File: src/verilog/pwm_fault_defines.vh
// Constants for the PWM fault-protection and reset-state block
`ifndef PWM_FAULT_DEFINES_VH
`define PWM_FAULT_DEFINES_VH

// =====================================
// Register byte addresses
`define ADDR_FAULT_CFG 8'h00
`define ADDR_OUT_CTRL 8'h04
`define ADDR_IRQ_STAT 8'h08
`define ADDR_IRQ_MASK 8'h0C
`define ADDR_PERIOD 8'h10

// =====================================
// Fault configuration fields
`define FC_A_EN 0
`define FC_A_MODE 1
`define FC_A_STAT 2
`define FC_SCOPE 3
`define FC_B_EN 4
`define FC_B_MODE 5
`define FC_B_STAT 6
`define FC_BRK_EN 7
`define FC_RESET 8'h00

// =====================================
// Output enable field reset codes
`define OE_RESET_OFF 3'h0
`define OE_RESET_8 3'h5
`define OE_RESET_6 3'h4

// =====================================
// Interrupt status bits
`define IRQ_FAULT_A 0
`define IRQ_FAULT_B 1
`define IRQ_PERIOD 2

// =====================================
// AXI responses and default period
`define RESP_OKAY 2'h0
`define RESP_SLVERR 2'h2
`define PERIOD_RESET 16'h00FF

`endif

File: src/verilog/pwm_fault_reset.v
// PWM output stage with fault override, reset-state loading and AXI4-Lite registers
`timescale 1ns/100ps
`include "pwm_fault_defines.vh"

// Behaviour
// With the reset-state strap unprogrammed, reset clears the output enable field so all pins float.
// With the strap programmed low, reset loads 101 for eight outputs or 100 for six.
// Outputs enabled at reset drive PWM using the high and low side polarity straps.
// Two active-low fault inputs A and B exist, and wired sources may pull either low.
// An enabled fault forces outputs to their polarity-defined inactive level in hardware.
// A fault acts only while its enable bit (bit 0 for A, bit 4 for B) is set.
// Catastrophic mode holds outputs inactive until the input is high and software clears status, resuming next period.
// Cycle-by-cycle mode holds outputs inactive while the input is low, then resumes next period and clears status itself.
// Status bit 2 for A and 6 for B reads 1 while the fault is asserted or latched.
// Scope bit 3 set faults all eight outputs, cleared only outputs five to zero.
// On the six-output variant the scope bit has no effect.
// On the six-output variant software keeps the fault B bits cleared.
// Fault inputs are synchronised and the override acts within a few clocks.
module pwm_fault_reset #(
	parameter NUM_OUT = 8,
	parameter PERIOD_W = 16
) (
	input wire core_clk,
	input wire srst,
	input wire outputsAtResetCfg_n,
	input wire highSidePolarity,
	input wire lowSidePolarity,
	input wire faultAIn_n,
	input wire faultBIn_n,
	input wire [NUM_OUT-1:0] pwmRaw,
	input wire [7:0] s_axi_awaddr,
	input wire s_axi_awvalid,
	output reg s_axi_awready,
	input wire [31:0] s_axi_wdata,
	input wire [3:0] s_axi_wstrb,
	input wire s_axi_wvalid,
	output reg s_axi_wready,
	output reg [1:0] s_axi_bresp,
	output reg s_axi_bvalid,
	input wire s_axi_bready,
	input wire [7:0] s_axi_araddr,
	input wire s_axi_arvalid,
	output reg s_axi_arready,
	output reg [31:0] s_axi_rdata,
	output reg [1:0] s_axi_rresp,
	output reg s_axi_rvalid,
	input wire s_axi_rready,
	output reg [NUM_OUT-1:0] pwmOut,
	output reg [NUM_OUT-1:0] pwmOutEn,
	output reg periodStart,
	output reg irq
);
	// Fault B and pins 7 and 6 exist only on the eight-output variant
	localparam HAS_B = (NUM_OUT > 6) ? 1'b1 : 1'b0;

	// =====================================
	// Registers
	reg [7:0] faultConfig_reg;
	reg [2:0] outputEnableField_reg;
	reg [PERIOD_W-1:0] period_reg;
	reg [PERIOD_W-1:0] periodCnt_reg;
	reg [2:0] irqStat_reg;
	reg [2:0] irqMask_reg;
	reg faultASync1_reg;
	reg faultASync2_reg;
	reg faultBSync1_reg;
	reg faultBSync2_reg;
	reg faultALatch_reg;
	reg faultBLatch_reg;
	reg blockA_reg;
	reg blockB_reg;
	reg [7:0] awAddr_reg;
	reg awHeld_reg;
	reg [31:0] wData_reg;
	reg [3:0] wStrb_reg;
	reg wHeld_reg;

	// Live fault levels after synchronisation
	wire faultAAct = ~faultASync2_reg;
	wire faultBAct = ~faultBSync2_reg & HAS_B;
	wire enA = faultConfig_reg[`FC_A_EN];
	wire enB = faultConfig_reg[`FC_B_EN] & HAS_B;
	wire periodEnd = (periodCnt_reg >= period_reg);
	wire doWrite = awHeld_reg & wHeld_reg & ~s_axi_bvalid;
	wire wrCfg = doWrite & (awAddr_reg == `ADDR_FAULT_CFG) & wStrb_reg[0];
	wire doRead = s_axi_arvalid & s_axi_arready;

	// Status bits: a live fault sets, a write of 0 clears only once the pin is high
	// Cycle mode clears at the period wrap, catastrophic mode only on a write of 0
	wire aStatNext = faultConfig_reg[`FC_A_STAT];
	wire bStatNext = faultConfig_reg[`FC_B_STAT];
	reg statA;
	reg statB;
	always @* begin
		statA = aStatNext;
		statB = bStatNext;
		if (enA && faultAAct)
			statA = 1'b1;
		else if (faultConfig_reg[`FC_A_MODE] && periodEnd)
			statA = 1'b0;
		else if (!faultConfig_reg[`FC_A_MODE] && wrCfg && !wData_reg[`FC_A_STAT])
			statA = 1'b0;
		if (enB && faultBAct)
			statB = 1'b1;
		else if (faultConfig_reg[`FC_B_MODE] && periodEnd)
			statB = 1'b0;
		else if (!faultConfig_reg[`FC_B_MODE] && wrCfg && !wData_reg[`FC_B_STAT])
			statB = 1'b0;
	end

	// =====================================
	// Fault synchronisers and blocking state
	// Only the second flop is read, so a late-settling first stage never reaches the logic
	always @(posedge core_clk) begin
		if (srst) begin
			faultASync1_reg <= 1'b1;
			faultASync2_reg <= 1'b1;
			faultBSync1_reg <= 1'b1;
			faultBSync2_reg <= 1'b1;
		end else begin
			faultASync1_reg <= faultAIn_n;
			faultASync2_reg <= faultASync1_reg;
			faultBSync1_reg <= faultBIn_n;
			faultBSync2_reg <= faultBSync1_reg;
		end
	end

	// Block stays set until a period boundary sees the status cleared, so resume is period aligned
	// Cycle mode waits on the live pin only, otherwise its own auto-clear would cost one more period
	always @(posedge core_clk) begin
		if (srst) begin
			blockA_reg <= 1'b0;
			blockB_reg <= 1'b0;
		end else begin
			if (enA && (faultAAct || (faultConfig_reg[`FC_A_STAT] && !faultConfig_reg[`FC_A_MODE])))
				blockA_reg <= 1'b1;
			else if (periodEnd)
				blockA_reg <= 1'b0;
			if (enB && (faultBAct || (faultConfig_reg[`FC_B_STAT] && !faultConfig_reg[`FC_B_MODE])))
				blockB_reg <= 1'b1;
			else if (periodEnd)
				blockB_reg <= 1'b0;
		end
	end

	// Immediate combined override: live fault bypasses the blocking flop for speed
	wire forceOff = blockA_reg | blockB_reg | (enA & faultAAct) | (enB & faultBAct);
	wire scopeAll = faultConfig_reg[`FC_SCOPE] | ~HAS_B;

	// =====================================
	// Period counter
	// Compare uses >= so shrinking the period below the count wraps at once
	always @(posedge core_clk) begin
		if (srst) begin
			periodCnt_reg <= {PERIOD_W{1'b0}};
			periodStart <= 1'b0;
		end else begin
			periodStart <= periodEnd;
			if (periodEnd)
				periodCnt_reg <= {PERIOD_W{1'b0}};
			else
				periodCnt_reg <= periodCnt_reg + 1'b1;
		end
	end

	// =====================================
	// Output stage, one slice per pin
	// The forced level wins over the raw demand; the enable only gates the pin driver
	genvar g;
	generate
		for (g = 0; g < NUM_OUT; g = g + 1) begin : gOut
			wire activeLvl = (g % 2 == 0) ? highSidePolarity : lowSidePolarity;
			wire pinEn = (outputEnableField_reg != `OE_RESET_OFF) &&
				((g < 6) || (outputEnableField_reg == `OE_RESET_8));
			wire killed = forceOff & ((g < 6) | scopeAll);
			always @(posedge core_clk) begin
				if (srst) begin
					pwmOut[g] <= 1'b0;
					pwmOutEn[g] <= 1'b0;
				end else begin
					pwmOutEn[g] <= pinEn;
					pwmOut[g] <= killed ? ~activeLvl : (pwmRaw[g] ? activeLvl : ~activeLvl);
				end
			end
		end
	endgenerate

	// =====================================
	// Register file and interrupts
	// Status bits are hardware-owned, so a written 1 leaves them unchanged
	always @(posedge core_clk) begin
		if (srst) begin
			faultConfig_reg <= `FC_RESET;
			outputEnableField_reg <= outputsAtResetCfg_n ? `OE_RESET_OFF :
				(HAS_B ? `OE_RESET_8 : `OE_RESET_6);
			period_reg <= `PERIOD_RESET;
			irqStat_reg <= 3'h0;
			irqMask_reg <= 3'h0;
			faultALatch_reg <= 1'b0;
			faultBLatch_reg <= 1'b0;
			irq <= 1'b0;
		end else begin
			if (wrCfg) begin
				faultConfig_reg[`FC_A_EN] <= wData_reg[`FC_A_EN];
				faultConfig_reg[`FC_A_MODE] <= wData_reg[`FC_A_MODE];
				faultConfig_reg[`FC_SCOPE] <= wData_reg[`FC_SCOPE];
				faultConfig_reg[`FC_B_EN] <= wData_reg[`FC_B_EN] & HAS_B;
				faultConfig_reg[`FC_B_MODE] <= wData_reg[`FC_B_MODE] & HAS_B;
				faultConfig_reg[`FC_BRK_EN] <= wData_reg[`FC_BRK_EN];
			end
			faultConfig_reg[`FC_A_STAT] <= statA;
			faultConfig_reg[`FC_B_STAT] <= statB;
			if (doWrite && awAddr_reg == `ADDR_OUT_CTRL && wStrb_reg[0])
				outputEnableField_reg <= wData_reg[2:0];
			if (doWrite && awAddr_reg == `ADDR_IRQ_MASK && wStrb_reg[0])
				irqMask_reg <= wData_reg[2:0];
			if (doWrite && awAddr_reg == `ADDR_PERIOD) begin
				if (wStrb_reg[0])
					period_reg[7:0] <= wData_reg[7:0];
				if (wStrb_reg[1])
					period_reg[PERIOD_W-1:8] <= wData_reg[PERIOD_W-1:8];
			end
			faultALatch_reg <= enA & faultAAct;
			faultBLatch_reg <= enB & faultBAct;
			// Event set wins over the read clear in the same cycle
			irqStat_reg <= ((doRead && s_axi_araddr == `ADDR_IRQ_STAT) ? 3'h0 : irqStat_reg) |
				{periodEnd, enB & faultBAct & ~faultBLatch_reg, enA & faultAAct & ~faultALatch_reg};
			irq <= |(irqStat_reg & irqMask_reg);
		end
	end

	// =====================================
	// AXI4-Lite write channel: address and data latched in either order
	// Each ready is a one-cycle pulse, so a held valid is taken only once
	always @(posedge core_clk) begin
		if (srst) begin
			awHeld_reg <= 1'b0;
			wHeld_reg <= 1'b0;
			awAddr_reg <= 8'h00;
			wData_reg <= 32'h0000_0000;
			wStrb_reg <= 4'h0;
			s_axi_awready <= 1'b0;
			s_axi_wready <= 1'b0;
			s_axi_bvalid <= 1'b0;
			s_axi_bresp <= `RESP_OKAY;
		end else begin
			s_axi_awready <= ~awHeld_reg & ~s_axi_awready & s_axi_awvalid;
			s_axi_wready <= ~wHeld_reg & ~s_axi_wready & s_axi_wvalid;
			if (s_axi_awvalid && s_axi_awready) begin
				awHeld_reg <= 1'b1;
				awAddr_reg <= s_axi_awaddr;
			end
			if (s_axi_wvalid && s_axi_wready) begin
				wHeld_reg <= 1'b1;
				wData_reg <= s_axi_wdata;
				wStrb_reg <= s_axi_wstrb;
			end
			if (doWrite) begin
				s_axi_bvalid <= 1'b1;
				s_axi_bresp <= (awAddr_reg == `ADDR_FAULT_CFG || awAddr_reg == `ADDR_OUT_CTRL ||
					awAddr_reg == `ADDR_IRQ_STAT || awAddr_reg == `ADDR_IRQ_MASK ||
					awAddr_reg == `ADDR_PERIOD) ? `RESP_OKAY : `RESP_SLVERR;
				awHeld_reg <= 1'b0;
				wHeld_reg <= 1'b0;
			end else if (s_axi_bvalid && s_axi_bready) begin
				s_axi_bvalid <= 1'b0;
			end
		end
	end

	// =====================================
	// AXI4-Lite read channel
	// The address is decoded in the handshake cycle; unmapped reads answer with an error
	always @(posedge core_clk) begin
		if (srst) begin
			s_axi_arready <= 1'b0;
			s_axi_rvalid <= 1'b0;
			s_axi_rdata <= 32'h0000_0000;
			s_axi_rresp <= `RESP_OKAY;
		end else begin
			s_axi_arready <= ~s_axi_arready & ~s_axi_rvalid & s_axi_arvalid;
			if (doRead) begin
				s_axi_rvalid <= 1'b1;
				s_axi_rresp <= `RESP_OKAY;
				case (s_axi_araddr)
					`ADDR_FAULT_CFG: s_axi_rdata <= {24'h00_0000, faultConfig_reg};
					`ADDR_OUT_CTRL: s_axi_rdata <= {29'h0000_0000, outputEnableField_reg};
					`ADDR_IRQ_STAT: s_axi_rdata <= {29'h0000_0000, irqStat_reg};
					`ADDR_IRQ_MASK: s_axi_rdata <= {29'h0000_0000, irqMask_reg};
					`ADDR_PERIOD: s_axi_rdata <= {{(32-PERIOD_W){1'b0}}, period_reg};
					default: begin
						s_axi_rdata <= 32'h0000_0000;
						s_axi_rresp <= `RESP_SLVERR;
					end
				endcase
			end else if (s_axi_rvalid && s_axi_rready) begin
				s_axi_rvalid <= 1'b0;
			end
		end
	end
endmodule

File: config.mk
export PLATFORM = sky130hd
export DESIGN_NAME = pwm_fault_reset
export DESIGN_NICKNAME = d
export VERILOG_FILES = /design/src/verilog/pwm_fault_reset.v
export VERILOG_INCLUDE_DIRS = /design/src /design/src/verilog
export SDC_FILE = /design/constraint.sdc
export NUM_CORES = 1
export LEC_CHECK = 0
export ABC_AREA = 1
export BUFFER_PORTS_ARGS = -buffer_cell sky130_fd_sc_hd__buf_4
export CAP_MARGIN = 20
export CORE_MARGIN = 2
export CORE_UTILIZATION = 57
export DETAILED_ROUTE_END_ITERATION = 8
export GPL_ROUTABILITY_DRIVEN = 0
export PLACE_DENSITY = 0.84
export SLEW_MARGIN = 10
export SYNTH_ARGS = -nofsm -noshare
export SYNTH_HDL_FRONTEND = slang
export SYNTH_SLANG_ARGS = --single-unit
File: constraint.sdc
create_clock -name core_clk -period 3.7 [get_ports core_clk]
set_clock_uncertainty 0.1 [all_clocks]
set_input_delay 0.555 -clock core_clk [delete_from_list [all_inputs] [get_ports core_clk]]
set_output_delay 0.555 -clock core_clk [all_outputs]
set_load 0.05 [all_outputs]
==> results.sh <==
export IMPL_status="finished, final reports clean"
export IMPL_clk_latency_ns=0.52
export IMPL_rsz0062_at_grt="no"
export IMPL_cp_end_kind="flip-flop"
export IMPL_grt_max_degree=60
export IMPL_postCtsHoldBufs=0
export IMPL_layout_cells_most_common="nand2_1"
export IMPL_first_pass_iters=5
export IMPL_stdcell_count=908
export IMPL_cp_data_required_time_ns=4.03
export IMPL_crit_buf_inv=0
export IMPL_cts_buffer_depth=2
export IMPL_layout_common_cells="nand2_1 (137), dfxtp_1 (117), buf_4 (95)"
export IMPL_slowest_stage="dfxtp_1"
export IMPL_die_area_mm2=0.01017
export IMPL_area_growth_pct=22.94
export IMPL_clock_sinks=120
export IMPL_worst_path_dominant_cell_family="compound AO/OA/AOI/OAI gates"
export IMPL_drive_above_1_share_pct=19.45
export IMPL_hp_start="faultAIn_n"
export IMPL_ys_flop_type="dfxtp_1"
export IMPL_synthArstFlopShare_pct=0
export IMPL_path_max_fanout=16
export IMPL_diodes=0
export IMPL_die_w_um=100.8
export IMPL_ys_ff_latch=120
export IMPL_peakVddDrop_uv=390.2
export IMPL_synth_edf_count=3
export IMPL_drv_cap=0
export IMPL_final_hold_viol_count=0
export IMPL_period_minus_slack_ns=2.042
export IMPL_critPathArrivalTime_ns=2.37
export IMPL_grt_pass1_wl_mm=20.67
export IMPL_synth_cells=699
export IMPL_floorplan_core_area_mm2=0.009153
export IMPL_tightest_slew_ns=0.8889
export IMPL_finalMaxSlewViolations=0
export IMPL_fin_nets=873
export IMPL_regArea_mm2=0.002432
export IMPL_cts_setup_buffers=0
export IMPL_avgSynthCellArea_um2=7.647
export IMPL_crit_start="periodCnt_reg[9]$_SDFF_PP0_"
export IMPL_syn_cell_area_mm2=0.005345
export IMPL_grt_usage_pct=25.76
export IMPL_fmax_mhz=489.8
export IMPL_placementRows=35
export IMPL_htreeDepth=4
export IMPL_dpl_hpwl_mm=8.425
export IMPL_multi_input_area_mm2=0.002397
export IMPL_ant_nets=0
export IMPL_ys_warn_count=0
export IMPL_finalCritPeriodShare_pct=55.18
export IMPL_cts_buffers=17
export IMPL_path_common_cell="a21oi_1"
export IMPL_ys_types=41
export IMPL_r2r_start="periodCnt_reg[9]$_SDFF_PP0_"
export IMPL_wire_per_inst_um=13.60
export IMPL_hold_path_class="primary input to flip-flop"
export IMPL_die_h_um=100.8
export IMPL_critPathKind="flip-flop to flip-flop"
export IMPL_antenna_found_initial=0
export IMPL_cp_slowest_stage_delay_ns=0.45
export IMPL_cts_root_buf="clkbuf_8"
export IMPL_fin_tns_setup_ns=0
export IMPL_pin_count=131
export IMPL_worst_setup_path_start_kind="flip-flop"
export IMPL_final_setup_viol_count=0
export IMPL_hold_ws_ns=0.1217
export IMPL_grt_overflow=0
export IMPL_post_route_drc_count=0
export IMPL_placedCellCount=876
export IMPL_io_buffers=94
export IMPL_seq_area_frac_synth_pct=45.51
export IMPL_crit_chain="ha_1 -> a21oi_1 -> o21ai_0 -> a21oi_2 -> nand3_2 -> a21oi_1"
export IMPL_clkTransAtPathRegs_ns=0.06
export IMPL_p_per_area_mw_per_mm2=512.5
export IMPL_num_vias=4795
export IMPL_grt_pass1_vias=4499
export IMPL_leakagePower_uw=0.003044
export IMPL_cts_resized=0
export IMPL_nFillCells=672
export IMPL_slew_headroom_pct=40.65
export IMPL_routed_wirelength_mm=12.35
export IMPL_first_iter_violations=288
export IMPL_initial_utilization_pct=58.40
export IMPL_cts_tree="yes"
export IMPL_post_drt_via_cell_ratio=5.281
==> report_power, final <==
group	internal (uW)	total (uW)	switching [uW]	leakage [uW]
combinational	96.8	306	209	0.00177
clock	1100	1700	603	0.000292
sequential	1340	1360	24.4	0.000982
total	2530	3370	837	0.00304
==> logic make-up after synthesis <==
| family | after synthesis | synth area share (%) |
|---|---|---|
| AO/OA/AOI/OAI | 140 | 14.07 |
| buffers and inverters | 119 | 10.84 |
| flip-flops | 120 | 45.51 |
| other | 1 | 0.07016 |
| adder cells (fa/ha/maj) | 17 | 3.979 |
| XOR/XNOR | 7 | 1.147 |
| AND/OR/NAND/NOR | 295 | 24.39 |
==> cell usage after synthesis (3+ instances only) <==
library cell / count / area [um2]
nand2_1: 137 / 514.2
dfxtp_1: 117 / 2342
nor2_1: 89 / 334.1
inv_1: 70 / 262.8
o21ai_0: 65 / 325.3
a21oi_1: 54 / 270.3
buf_4: 26 / 195.2
nand3_1: 23 / 115.1
ha_1: 17 / 212.7
clkbuf_1: 14 / 52.55
o211ai_1: 12 / 90.09
nor3_1: 9 / 45.04
nand4_1: 7 / 43.79
or2_2: 7 / 43.79
nand3_2: 5 / 50.05
nor2_2: 4 / 25.02
xor2_1: 4 / 35.03
buf_6: 3 / 33.78
edfxtp_1: 3 / 90.09
nor2_4: 3 / 33.78
xnor2_1: 3 / 26.28
==> path summary, 6_finish.rpt <==
kind	to	slack, ns	cells past startpoint
max reg2reg	periodCnt_reg[14]$_SDFF_PP0_	1.66	6
max	periodCnt_reg[14]$_SDFF_PP0_	1.66	6
min	faultASync1_reg$_SDFF_PP1_	0.12	2
min reg2reg	faultASync2_reg$_SDFF_PP1_	0.31	1
==> layer usage <==
layer | vias to the layer above | routed length [um] | GRT usage [%]
met2 | 176 | 6112 | 45.03
met5 | - | 0 | 0
met1 | 2190 | 5233 | 31.05
met4 | 0 | 228 | 9.168
met3 | 24 | 773 | 5.756
li1 | 2405 | - | -
==> final cells by class <==
type,count,share of cell area [%]
clock buffer,18,6.359
clock inverter,14,2.989
inverter,73,4.189
multi-input combinational,477,36.48
sequential,120,37.01
tap,111,2.113
timing repair buffer,95,10.85
==> per-stage QoR <==
stage	setup slack, ns	total power, uW	utilization, %	area (um2)
after floorplan	1.996	1614	-	5409
after global placement	1.421	1684	65.09	5957
after detailed placement	1.338	1693	65.09	5957
after CTS	1.653	3379	71.80	6571
after global routing	1.454	3473	71.80	6571
final	1.658	3368	71.80	6571
Power figures use the tool's default switching activity.
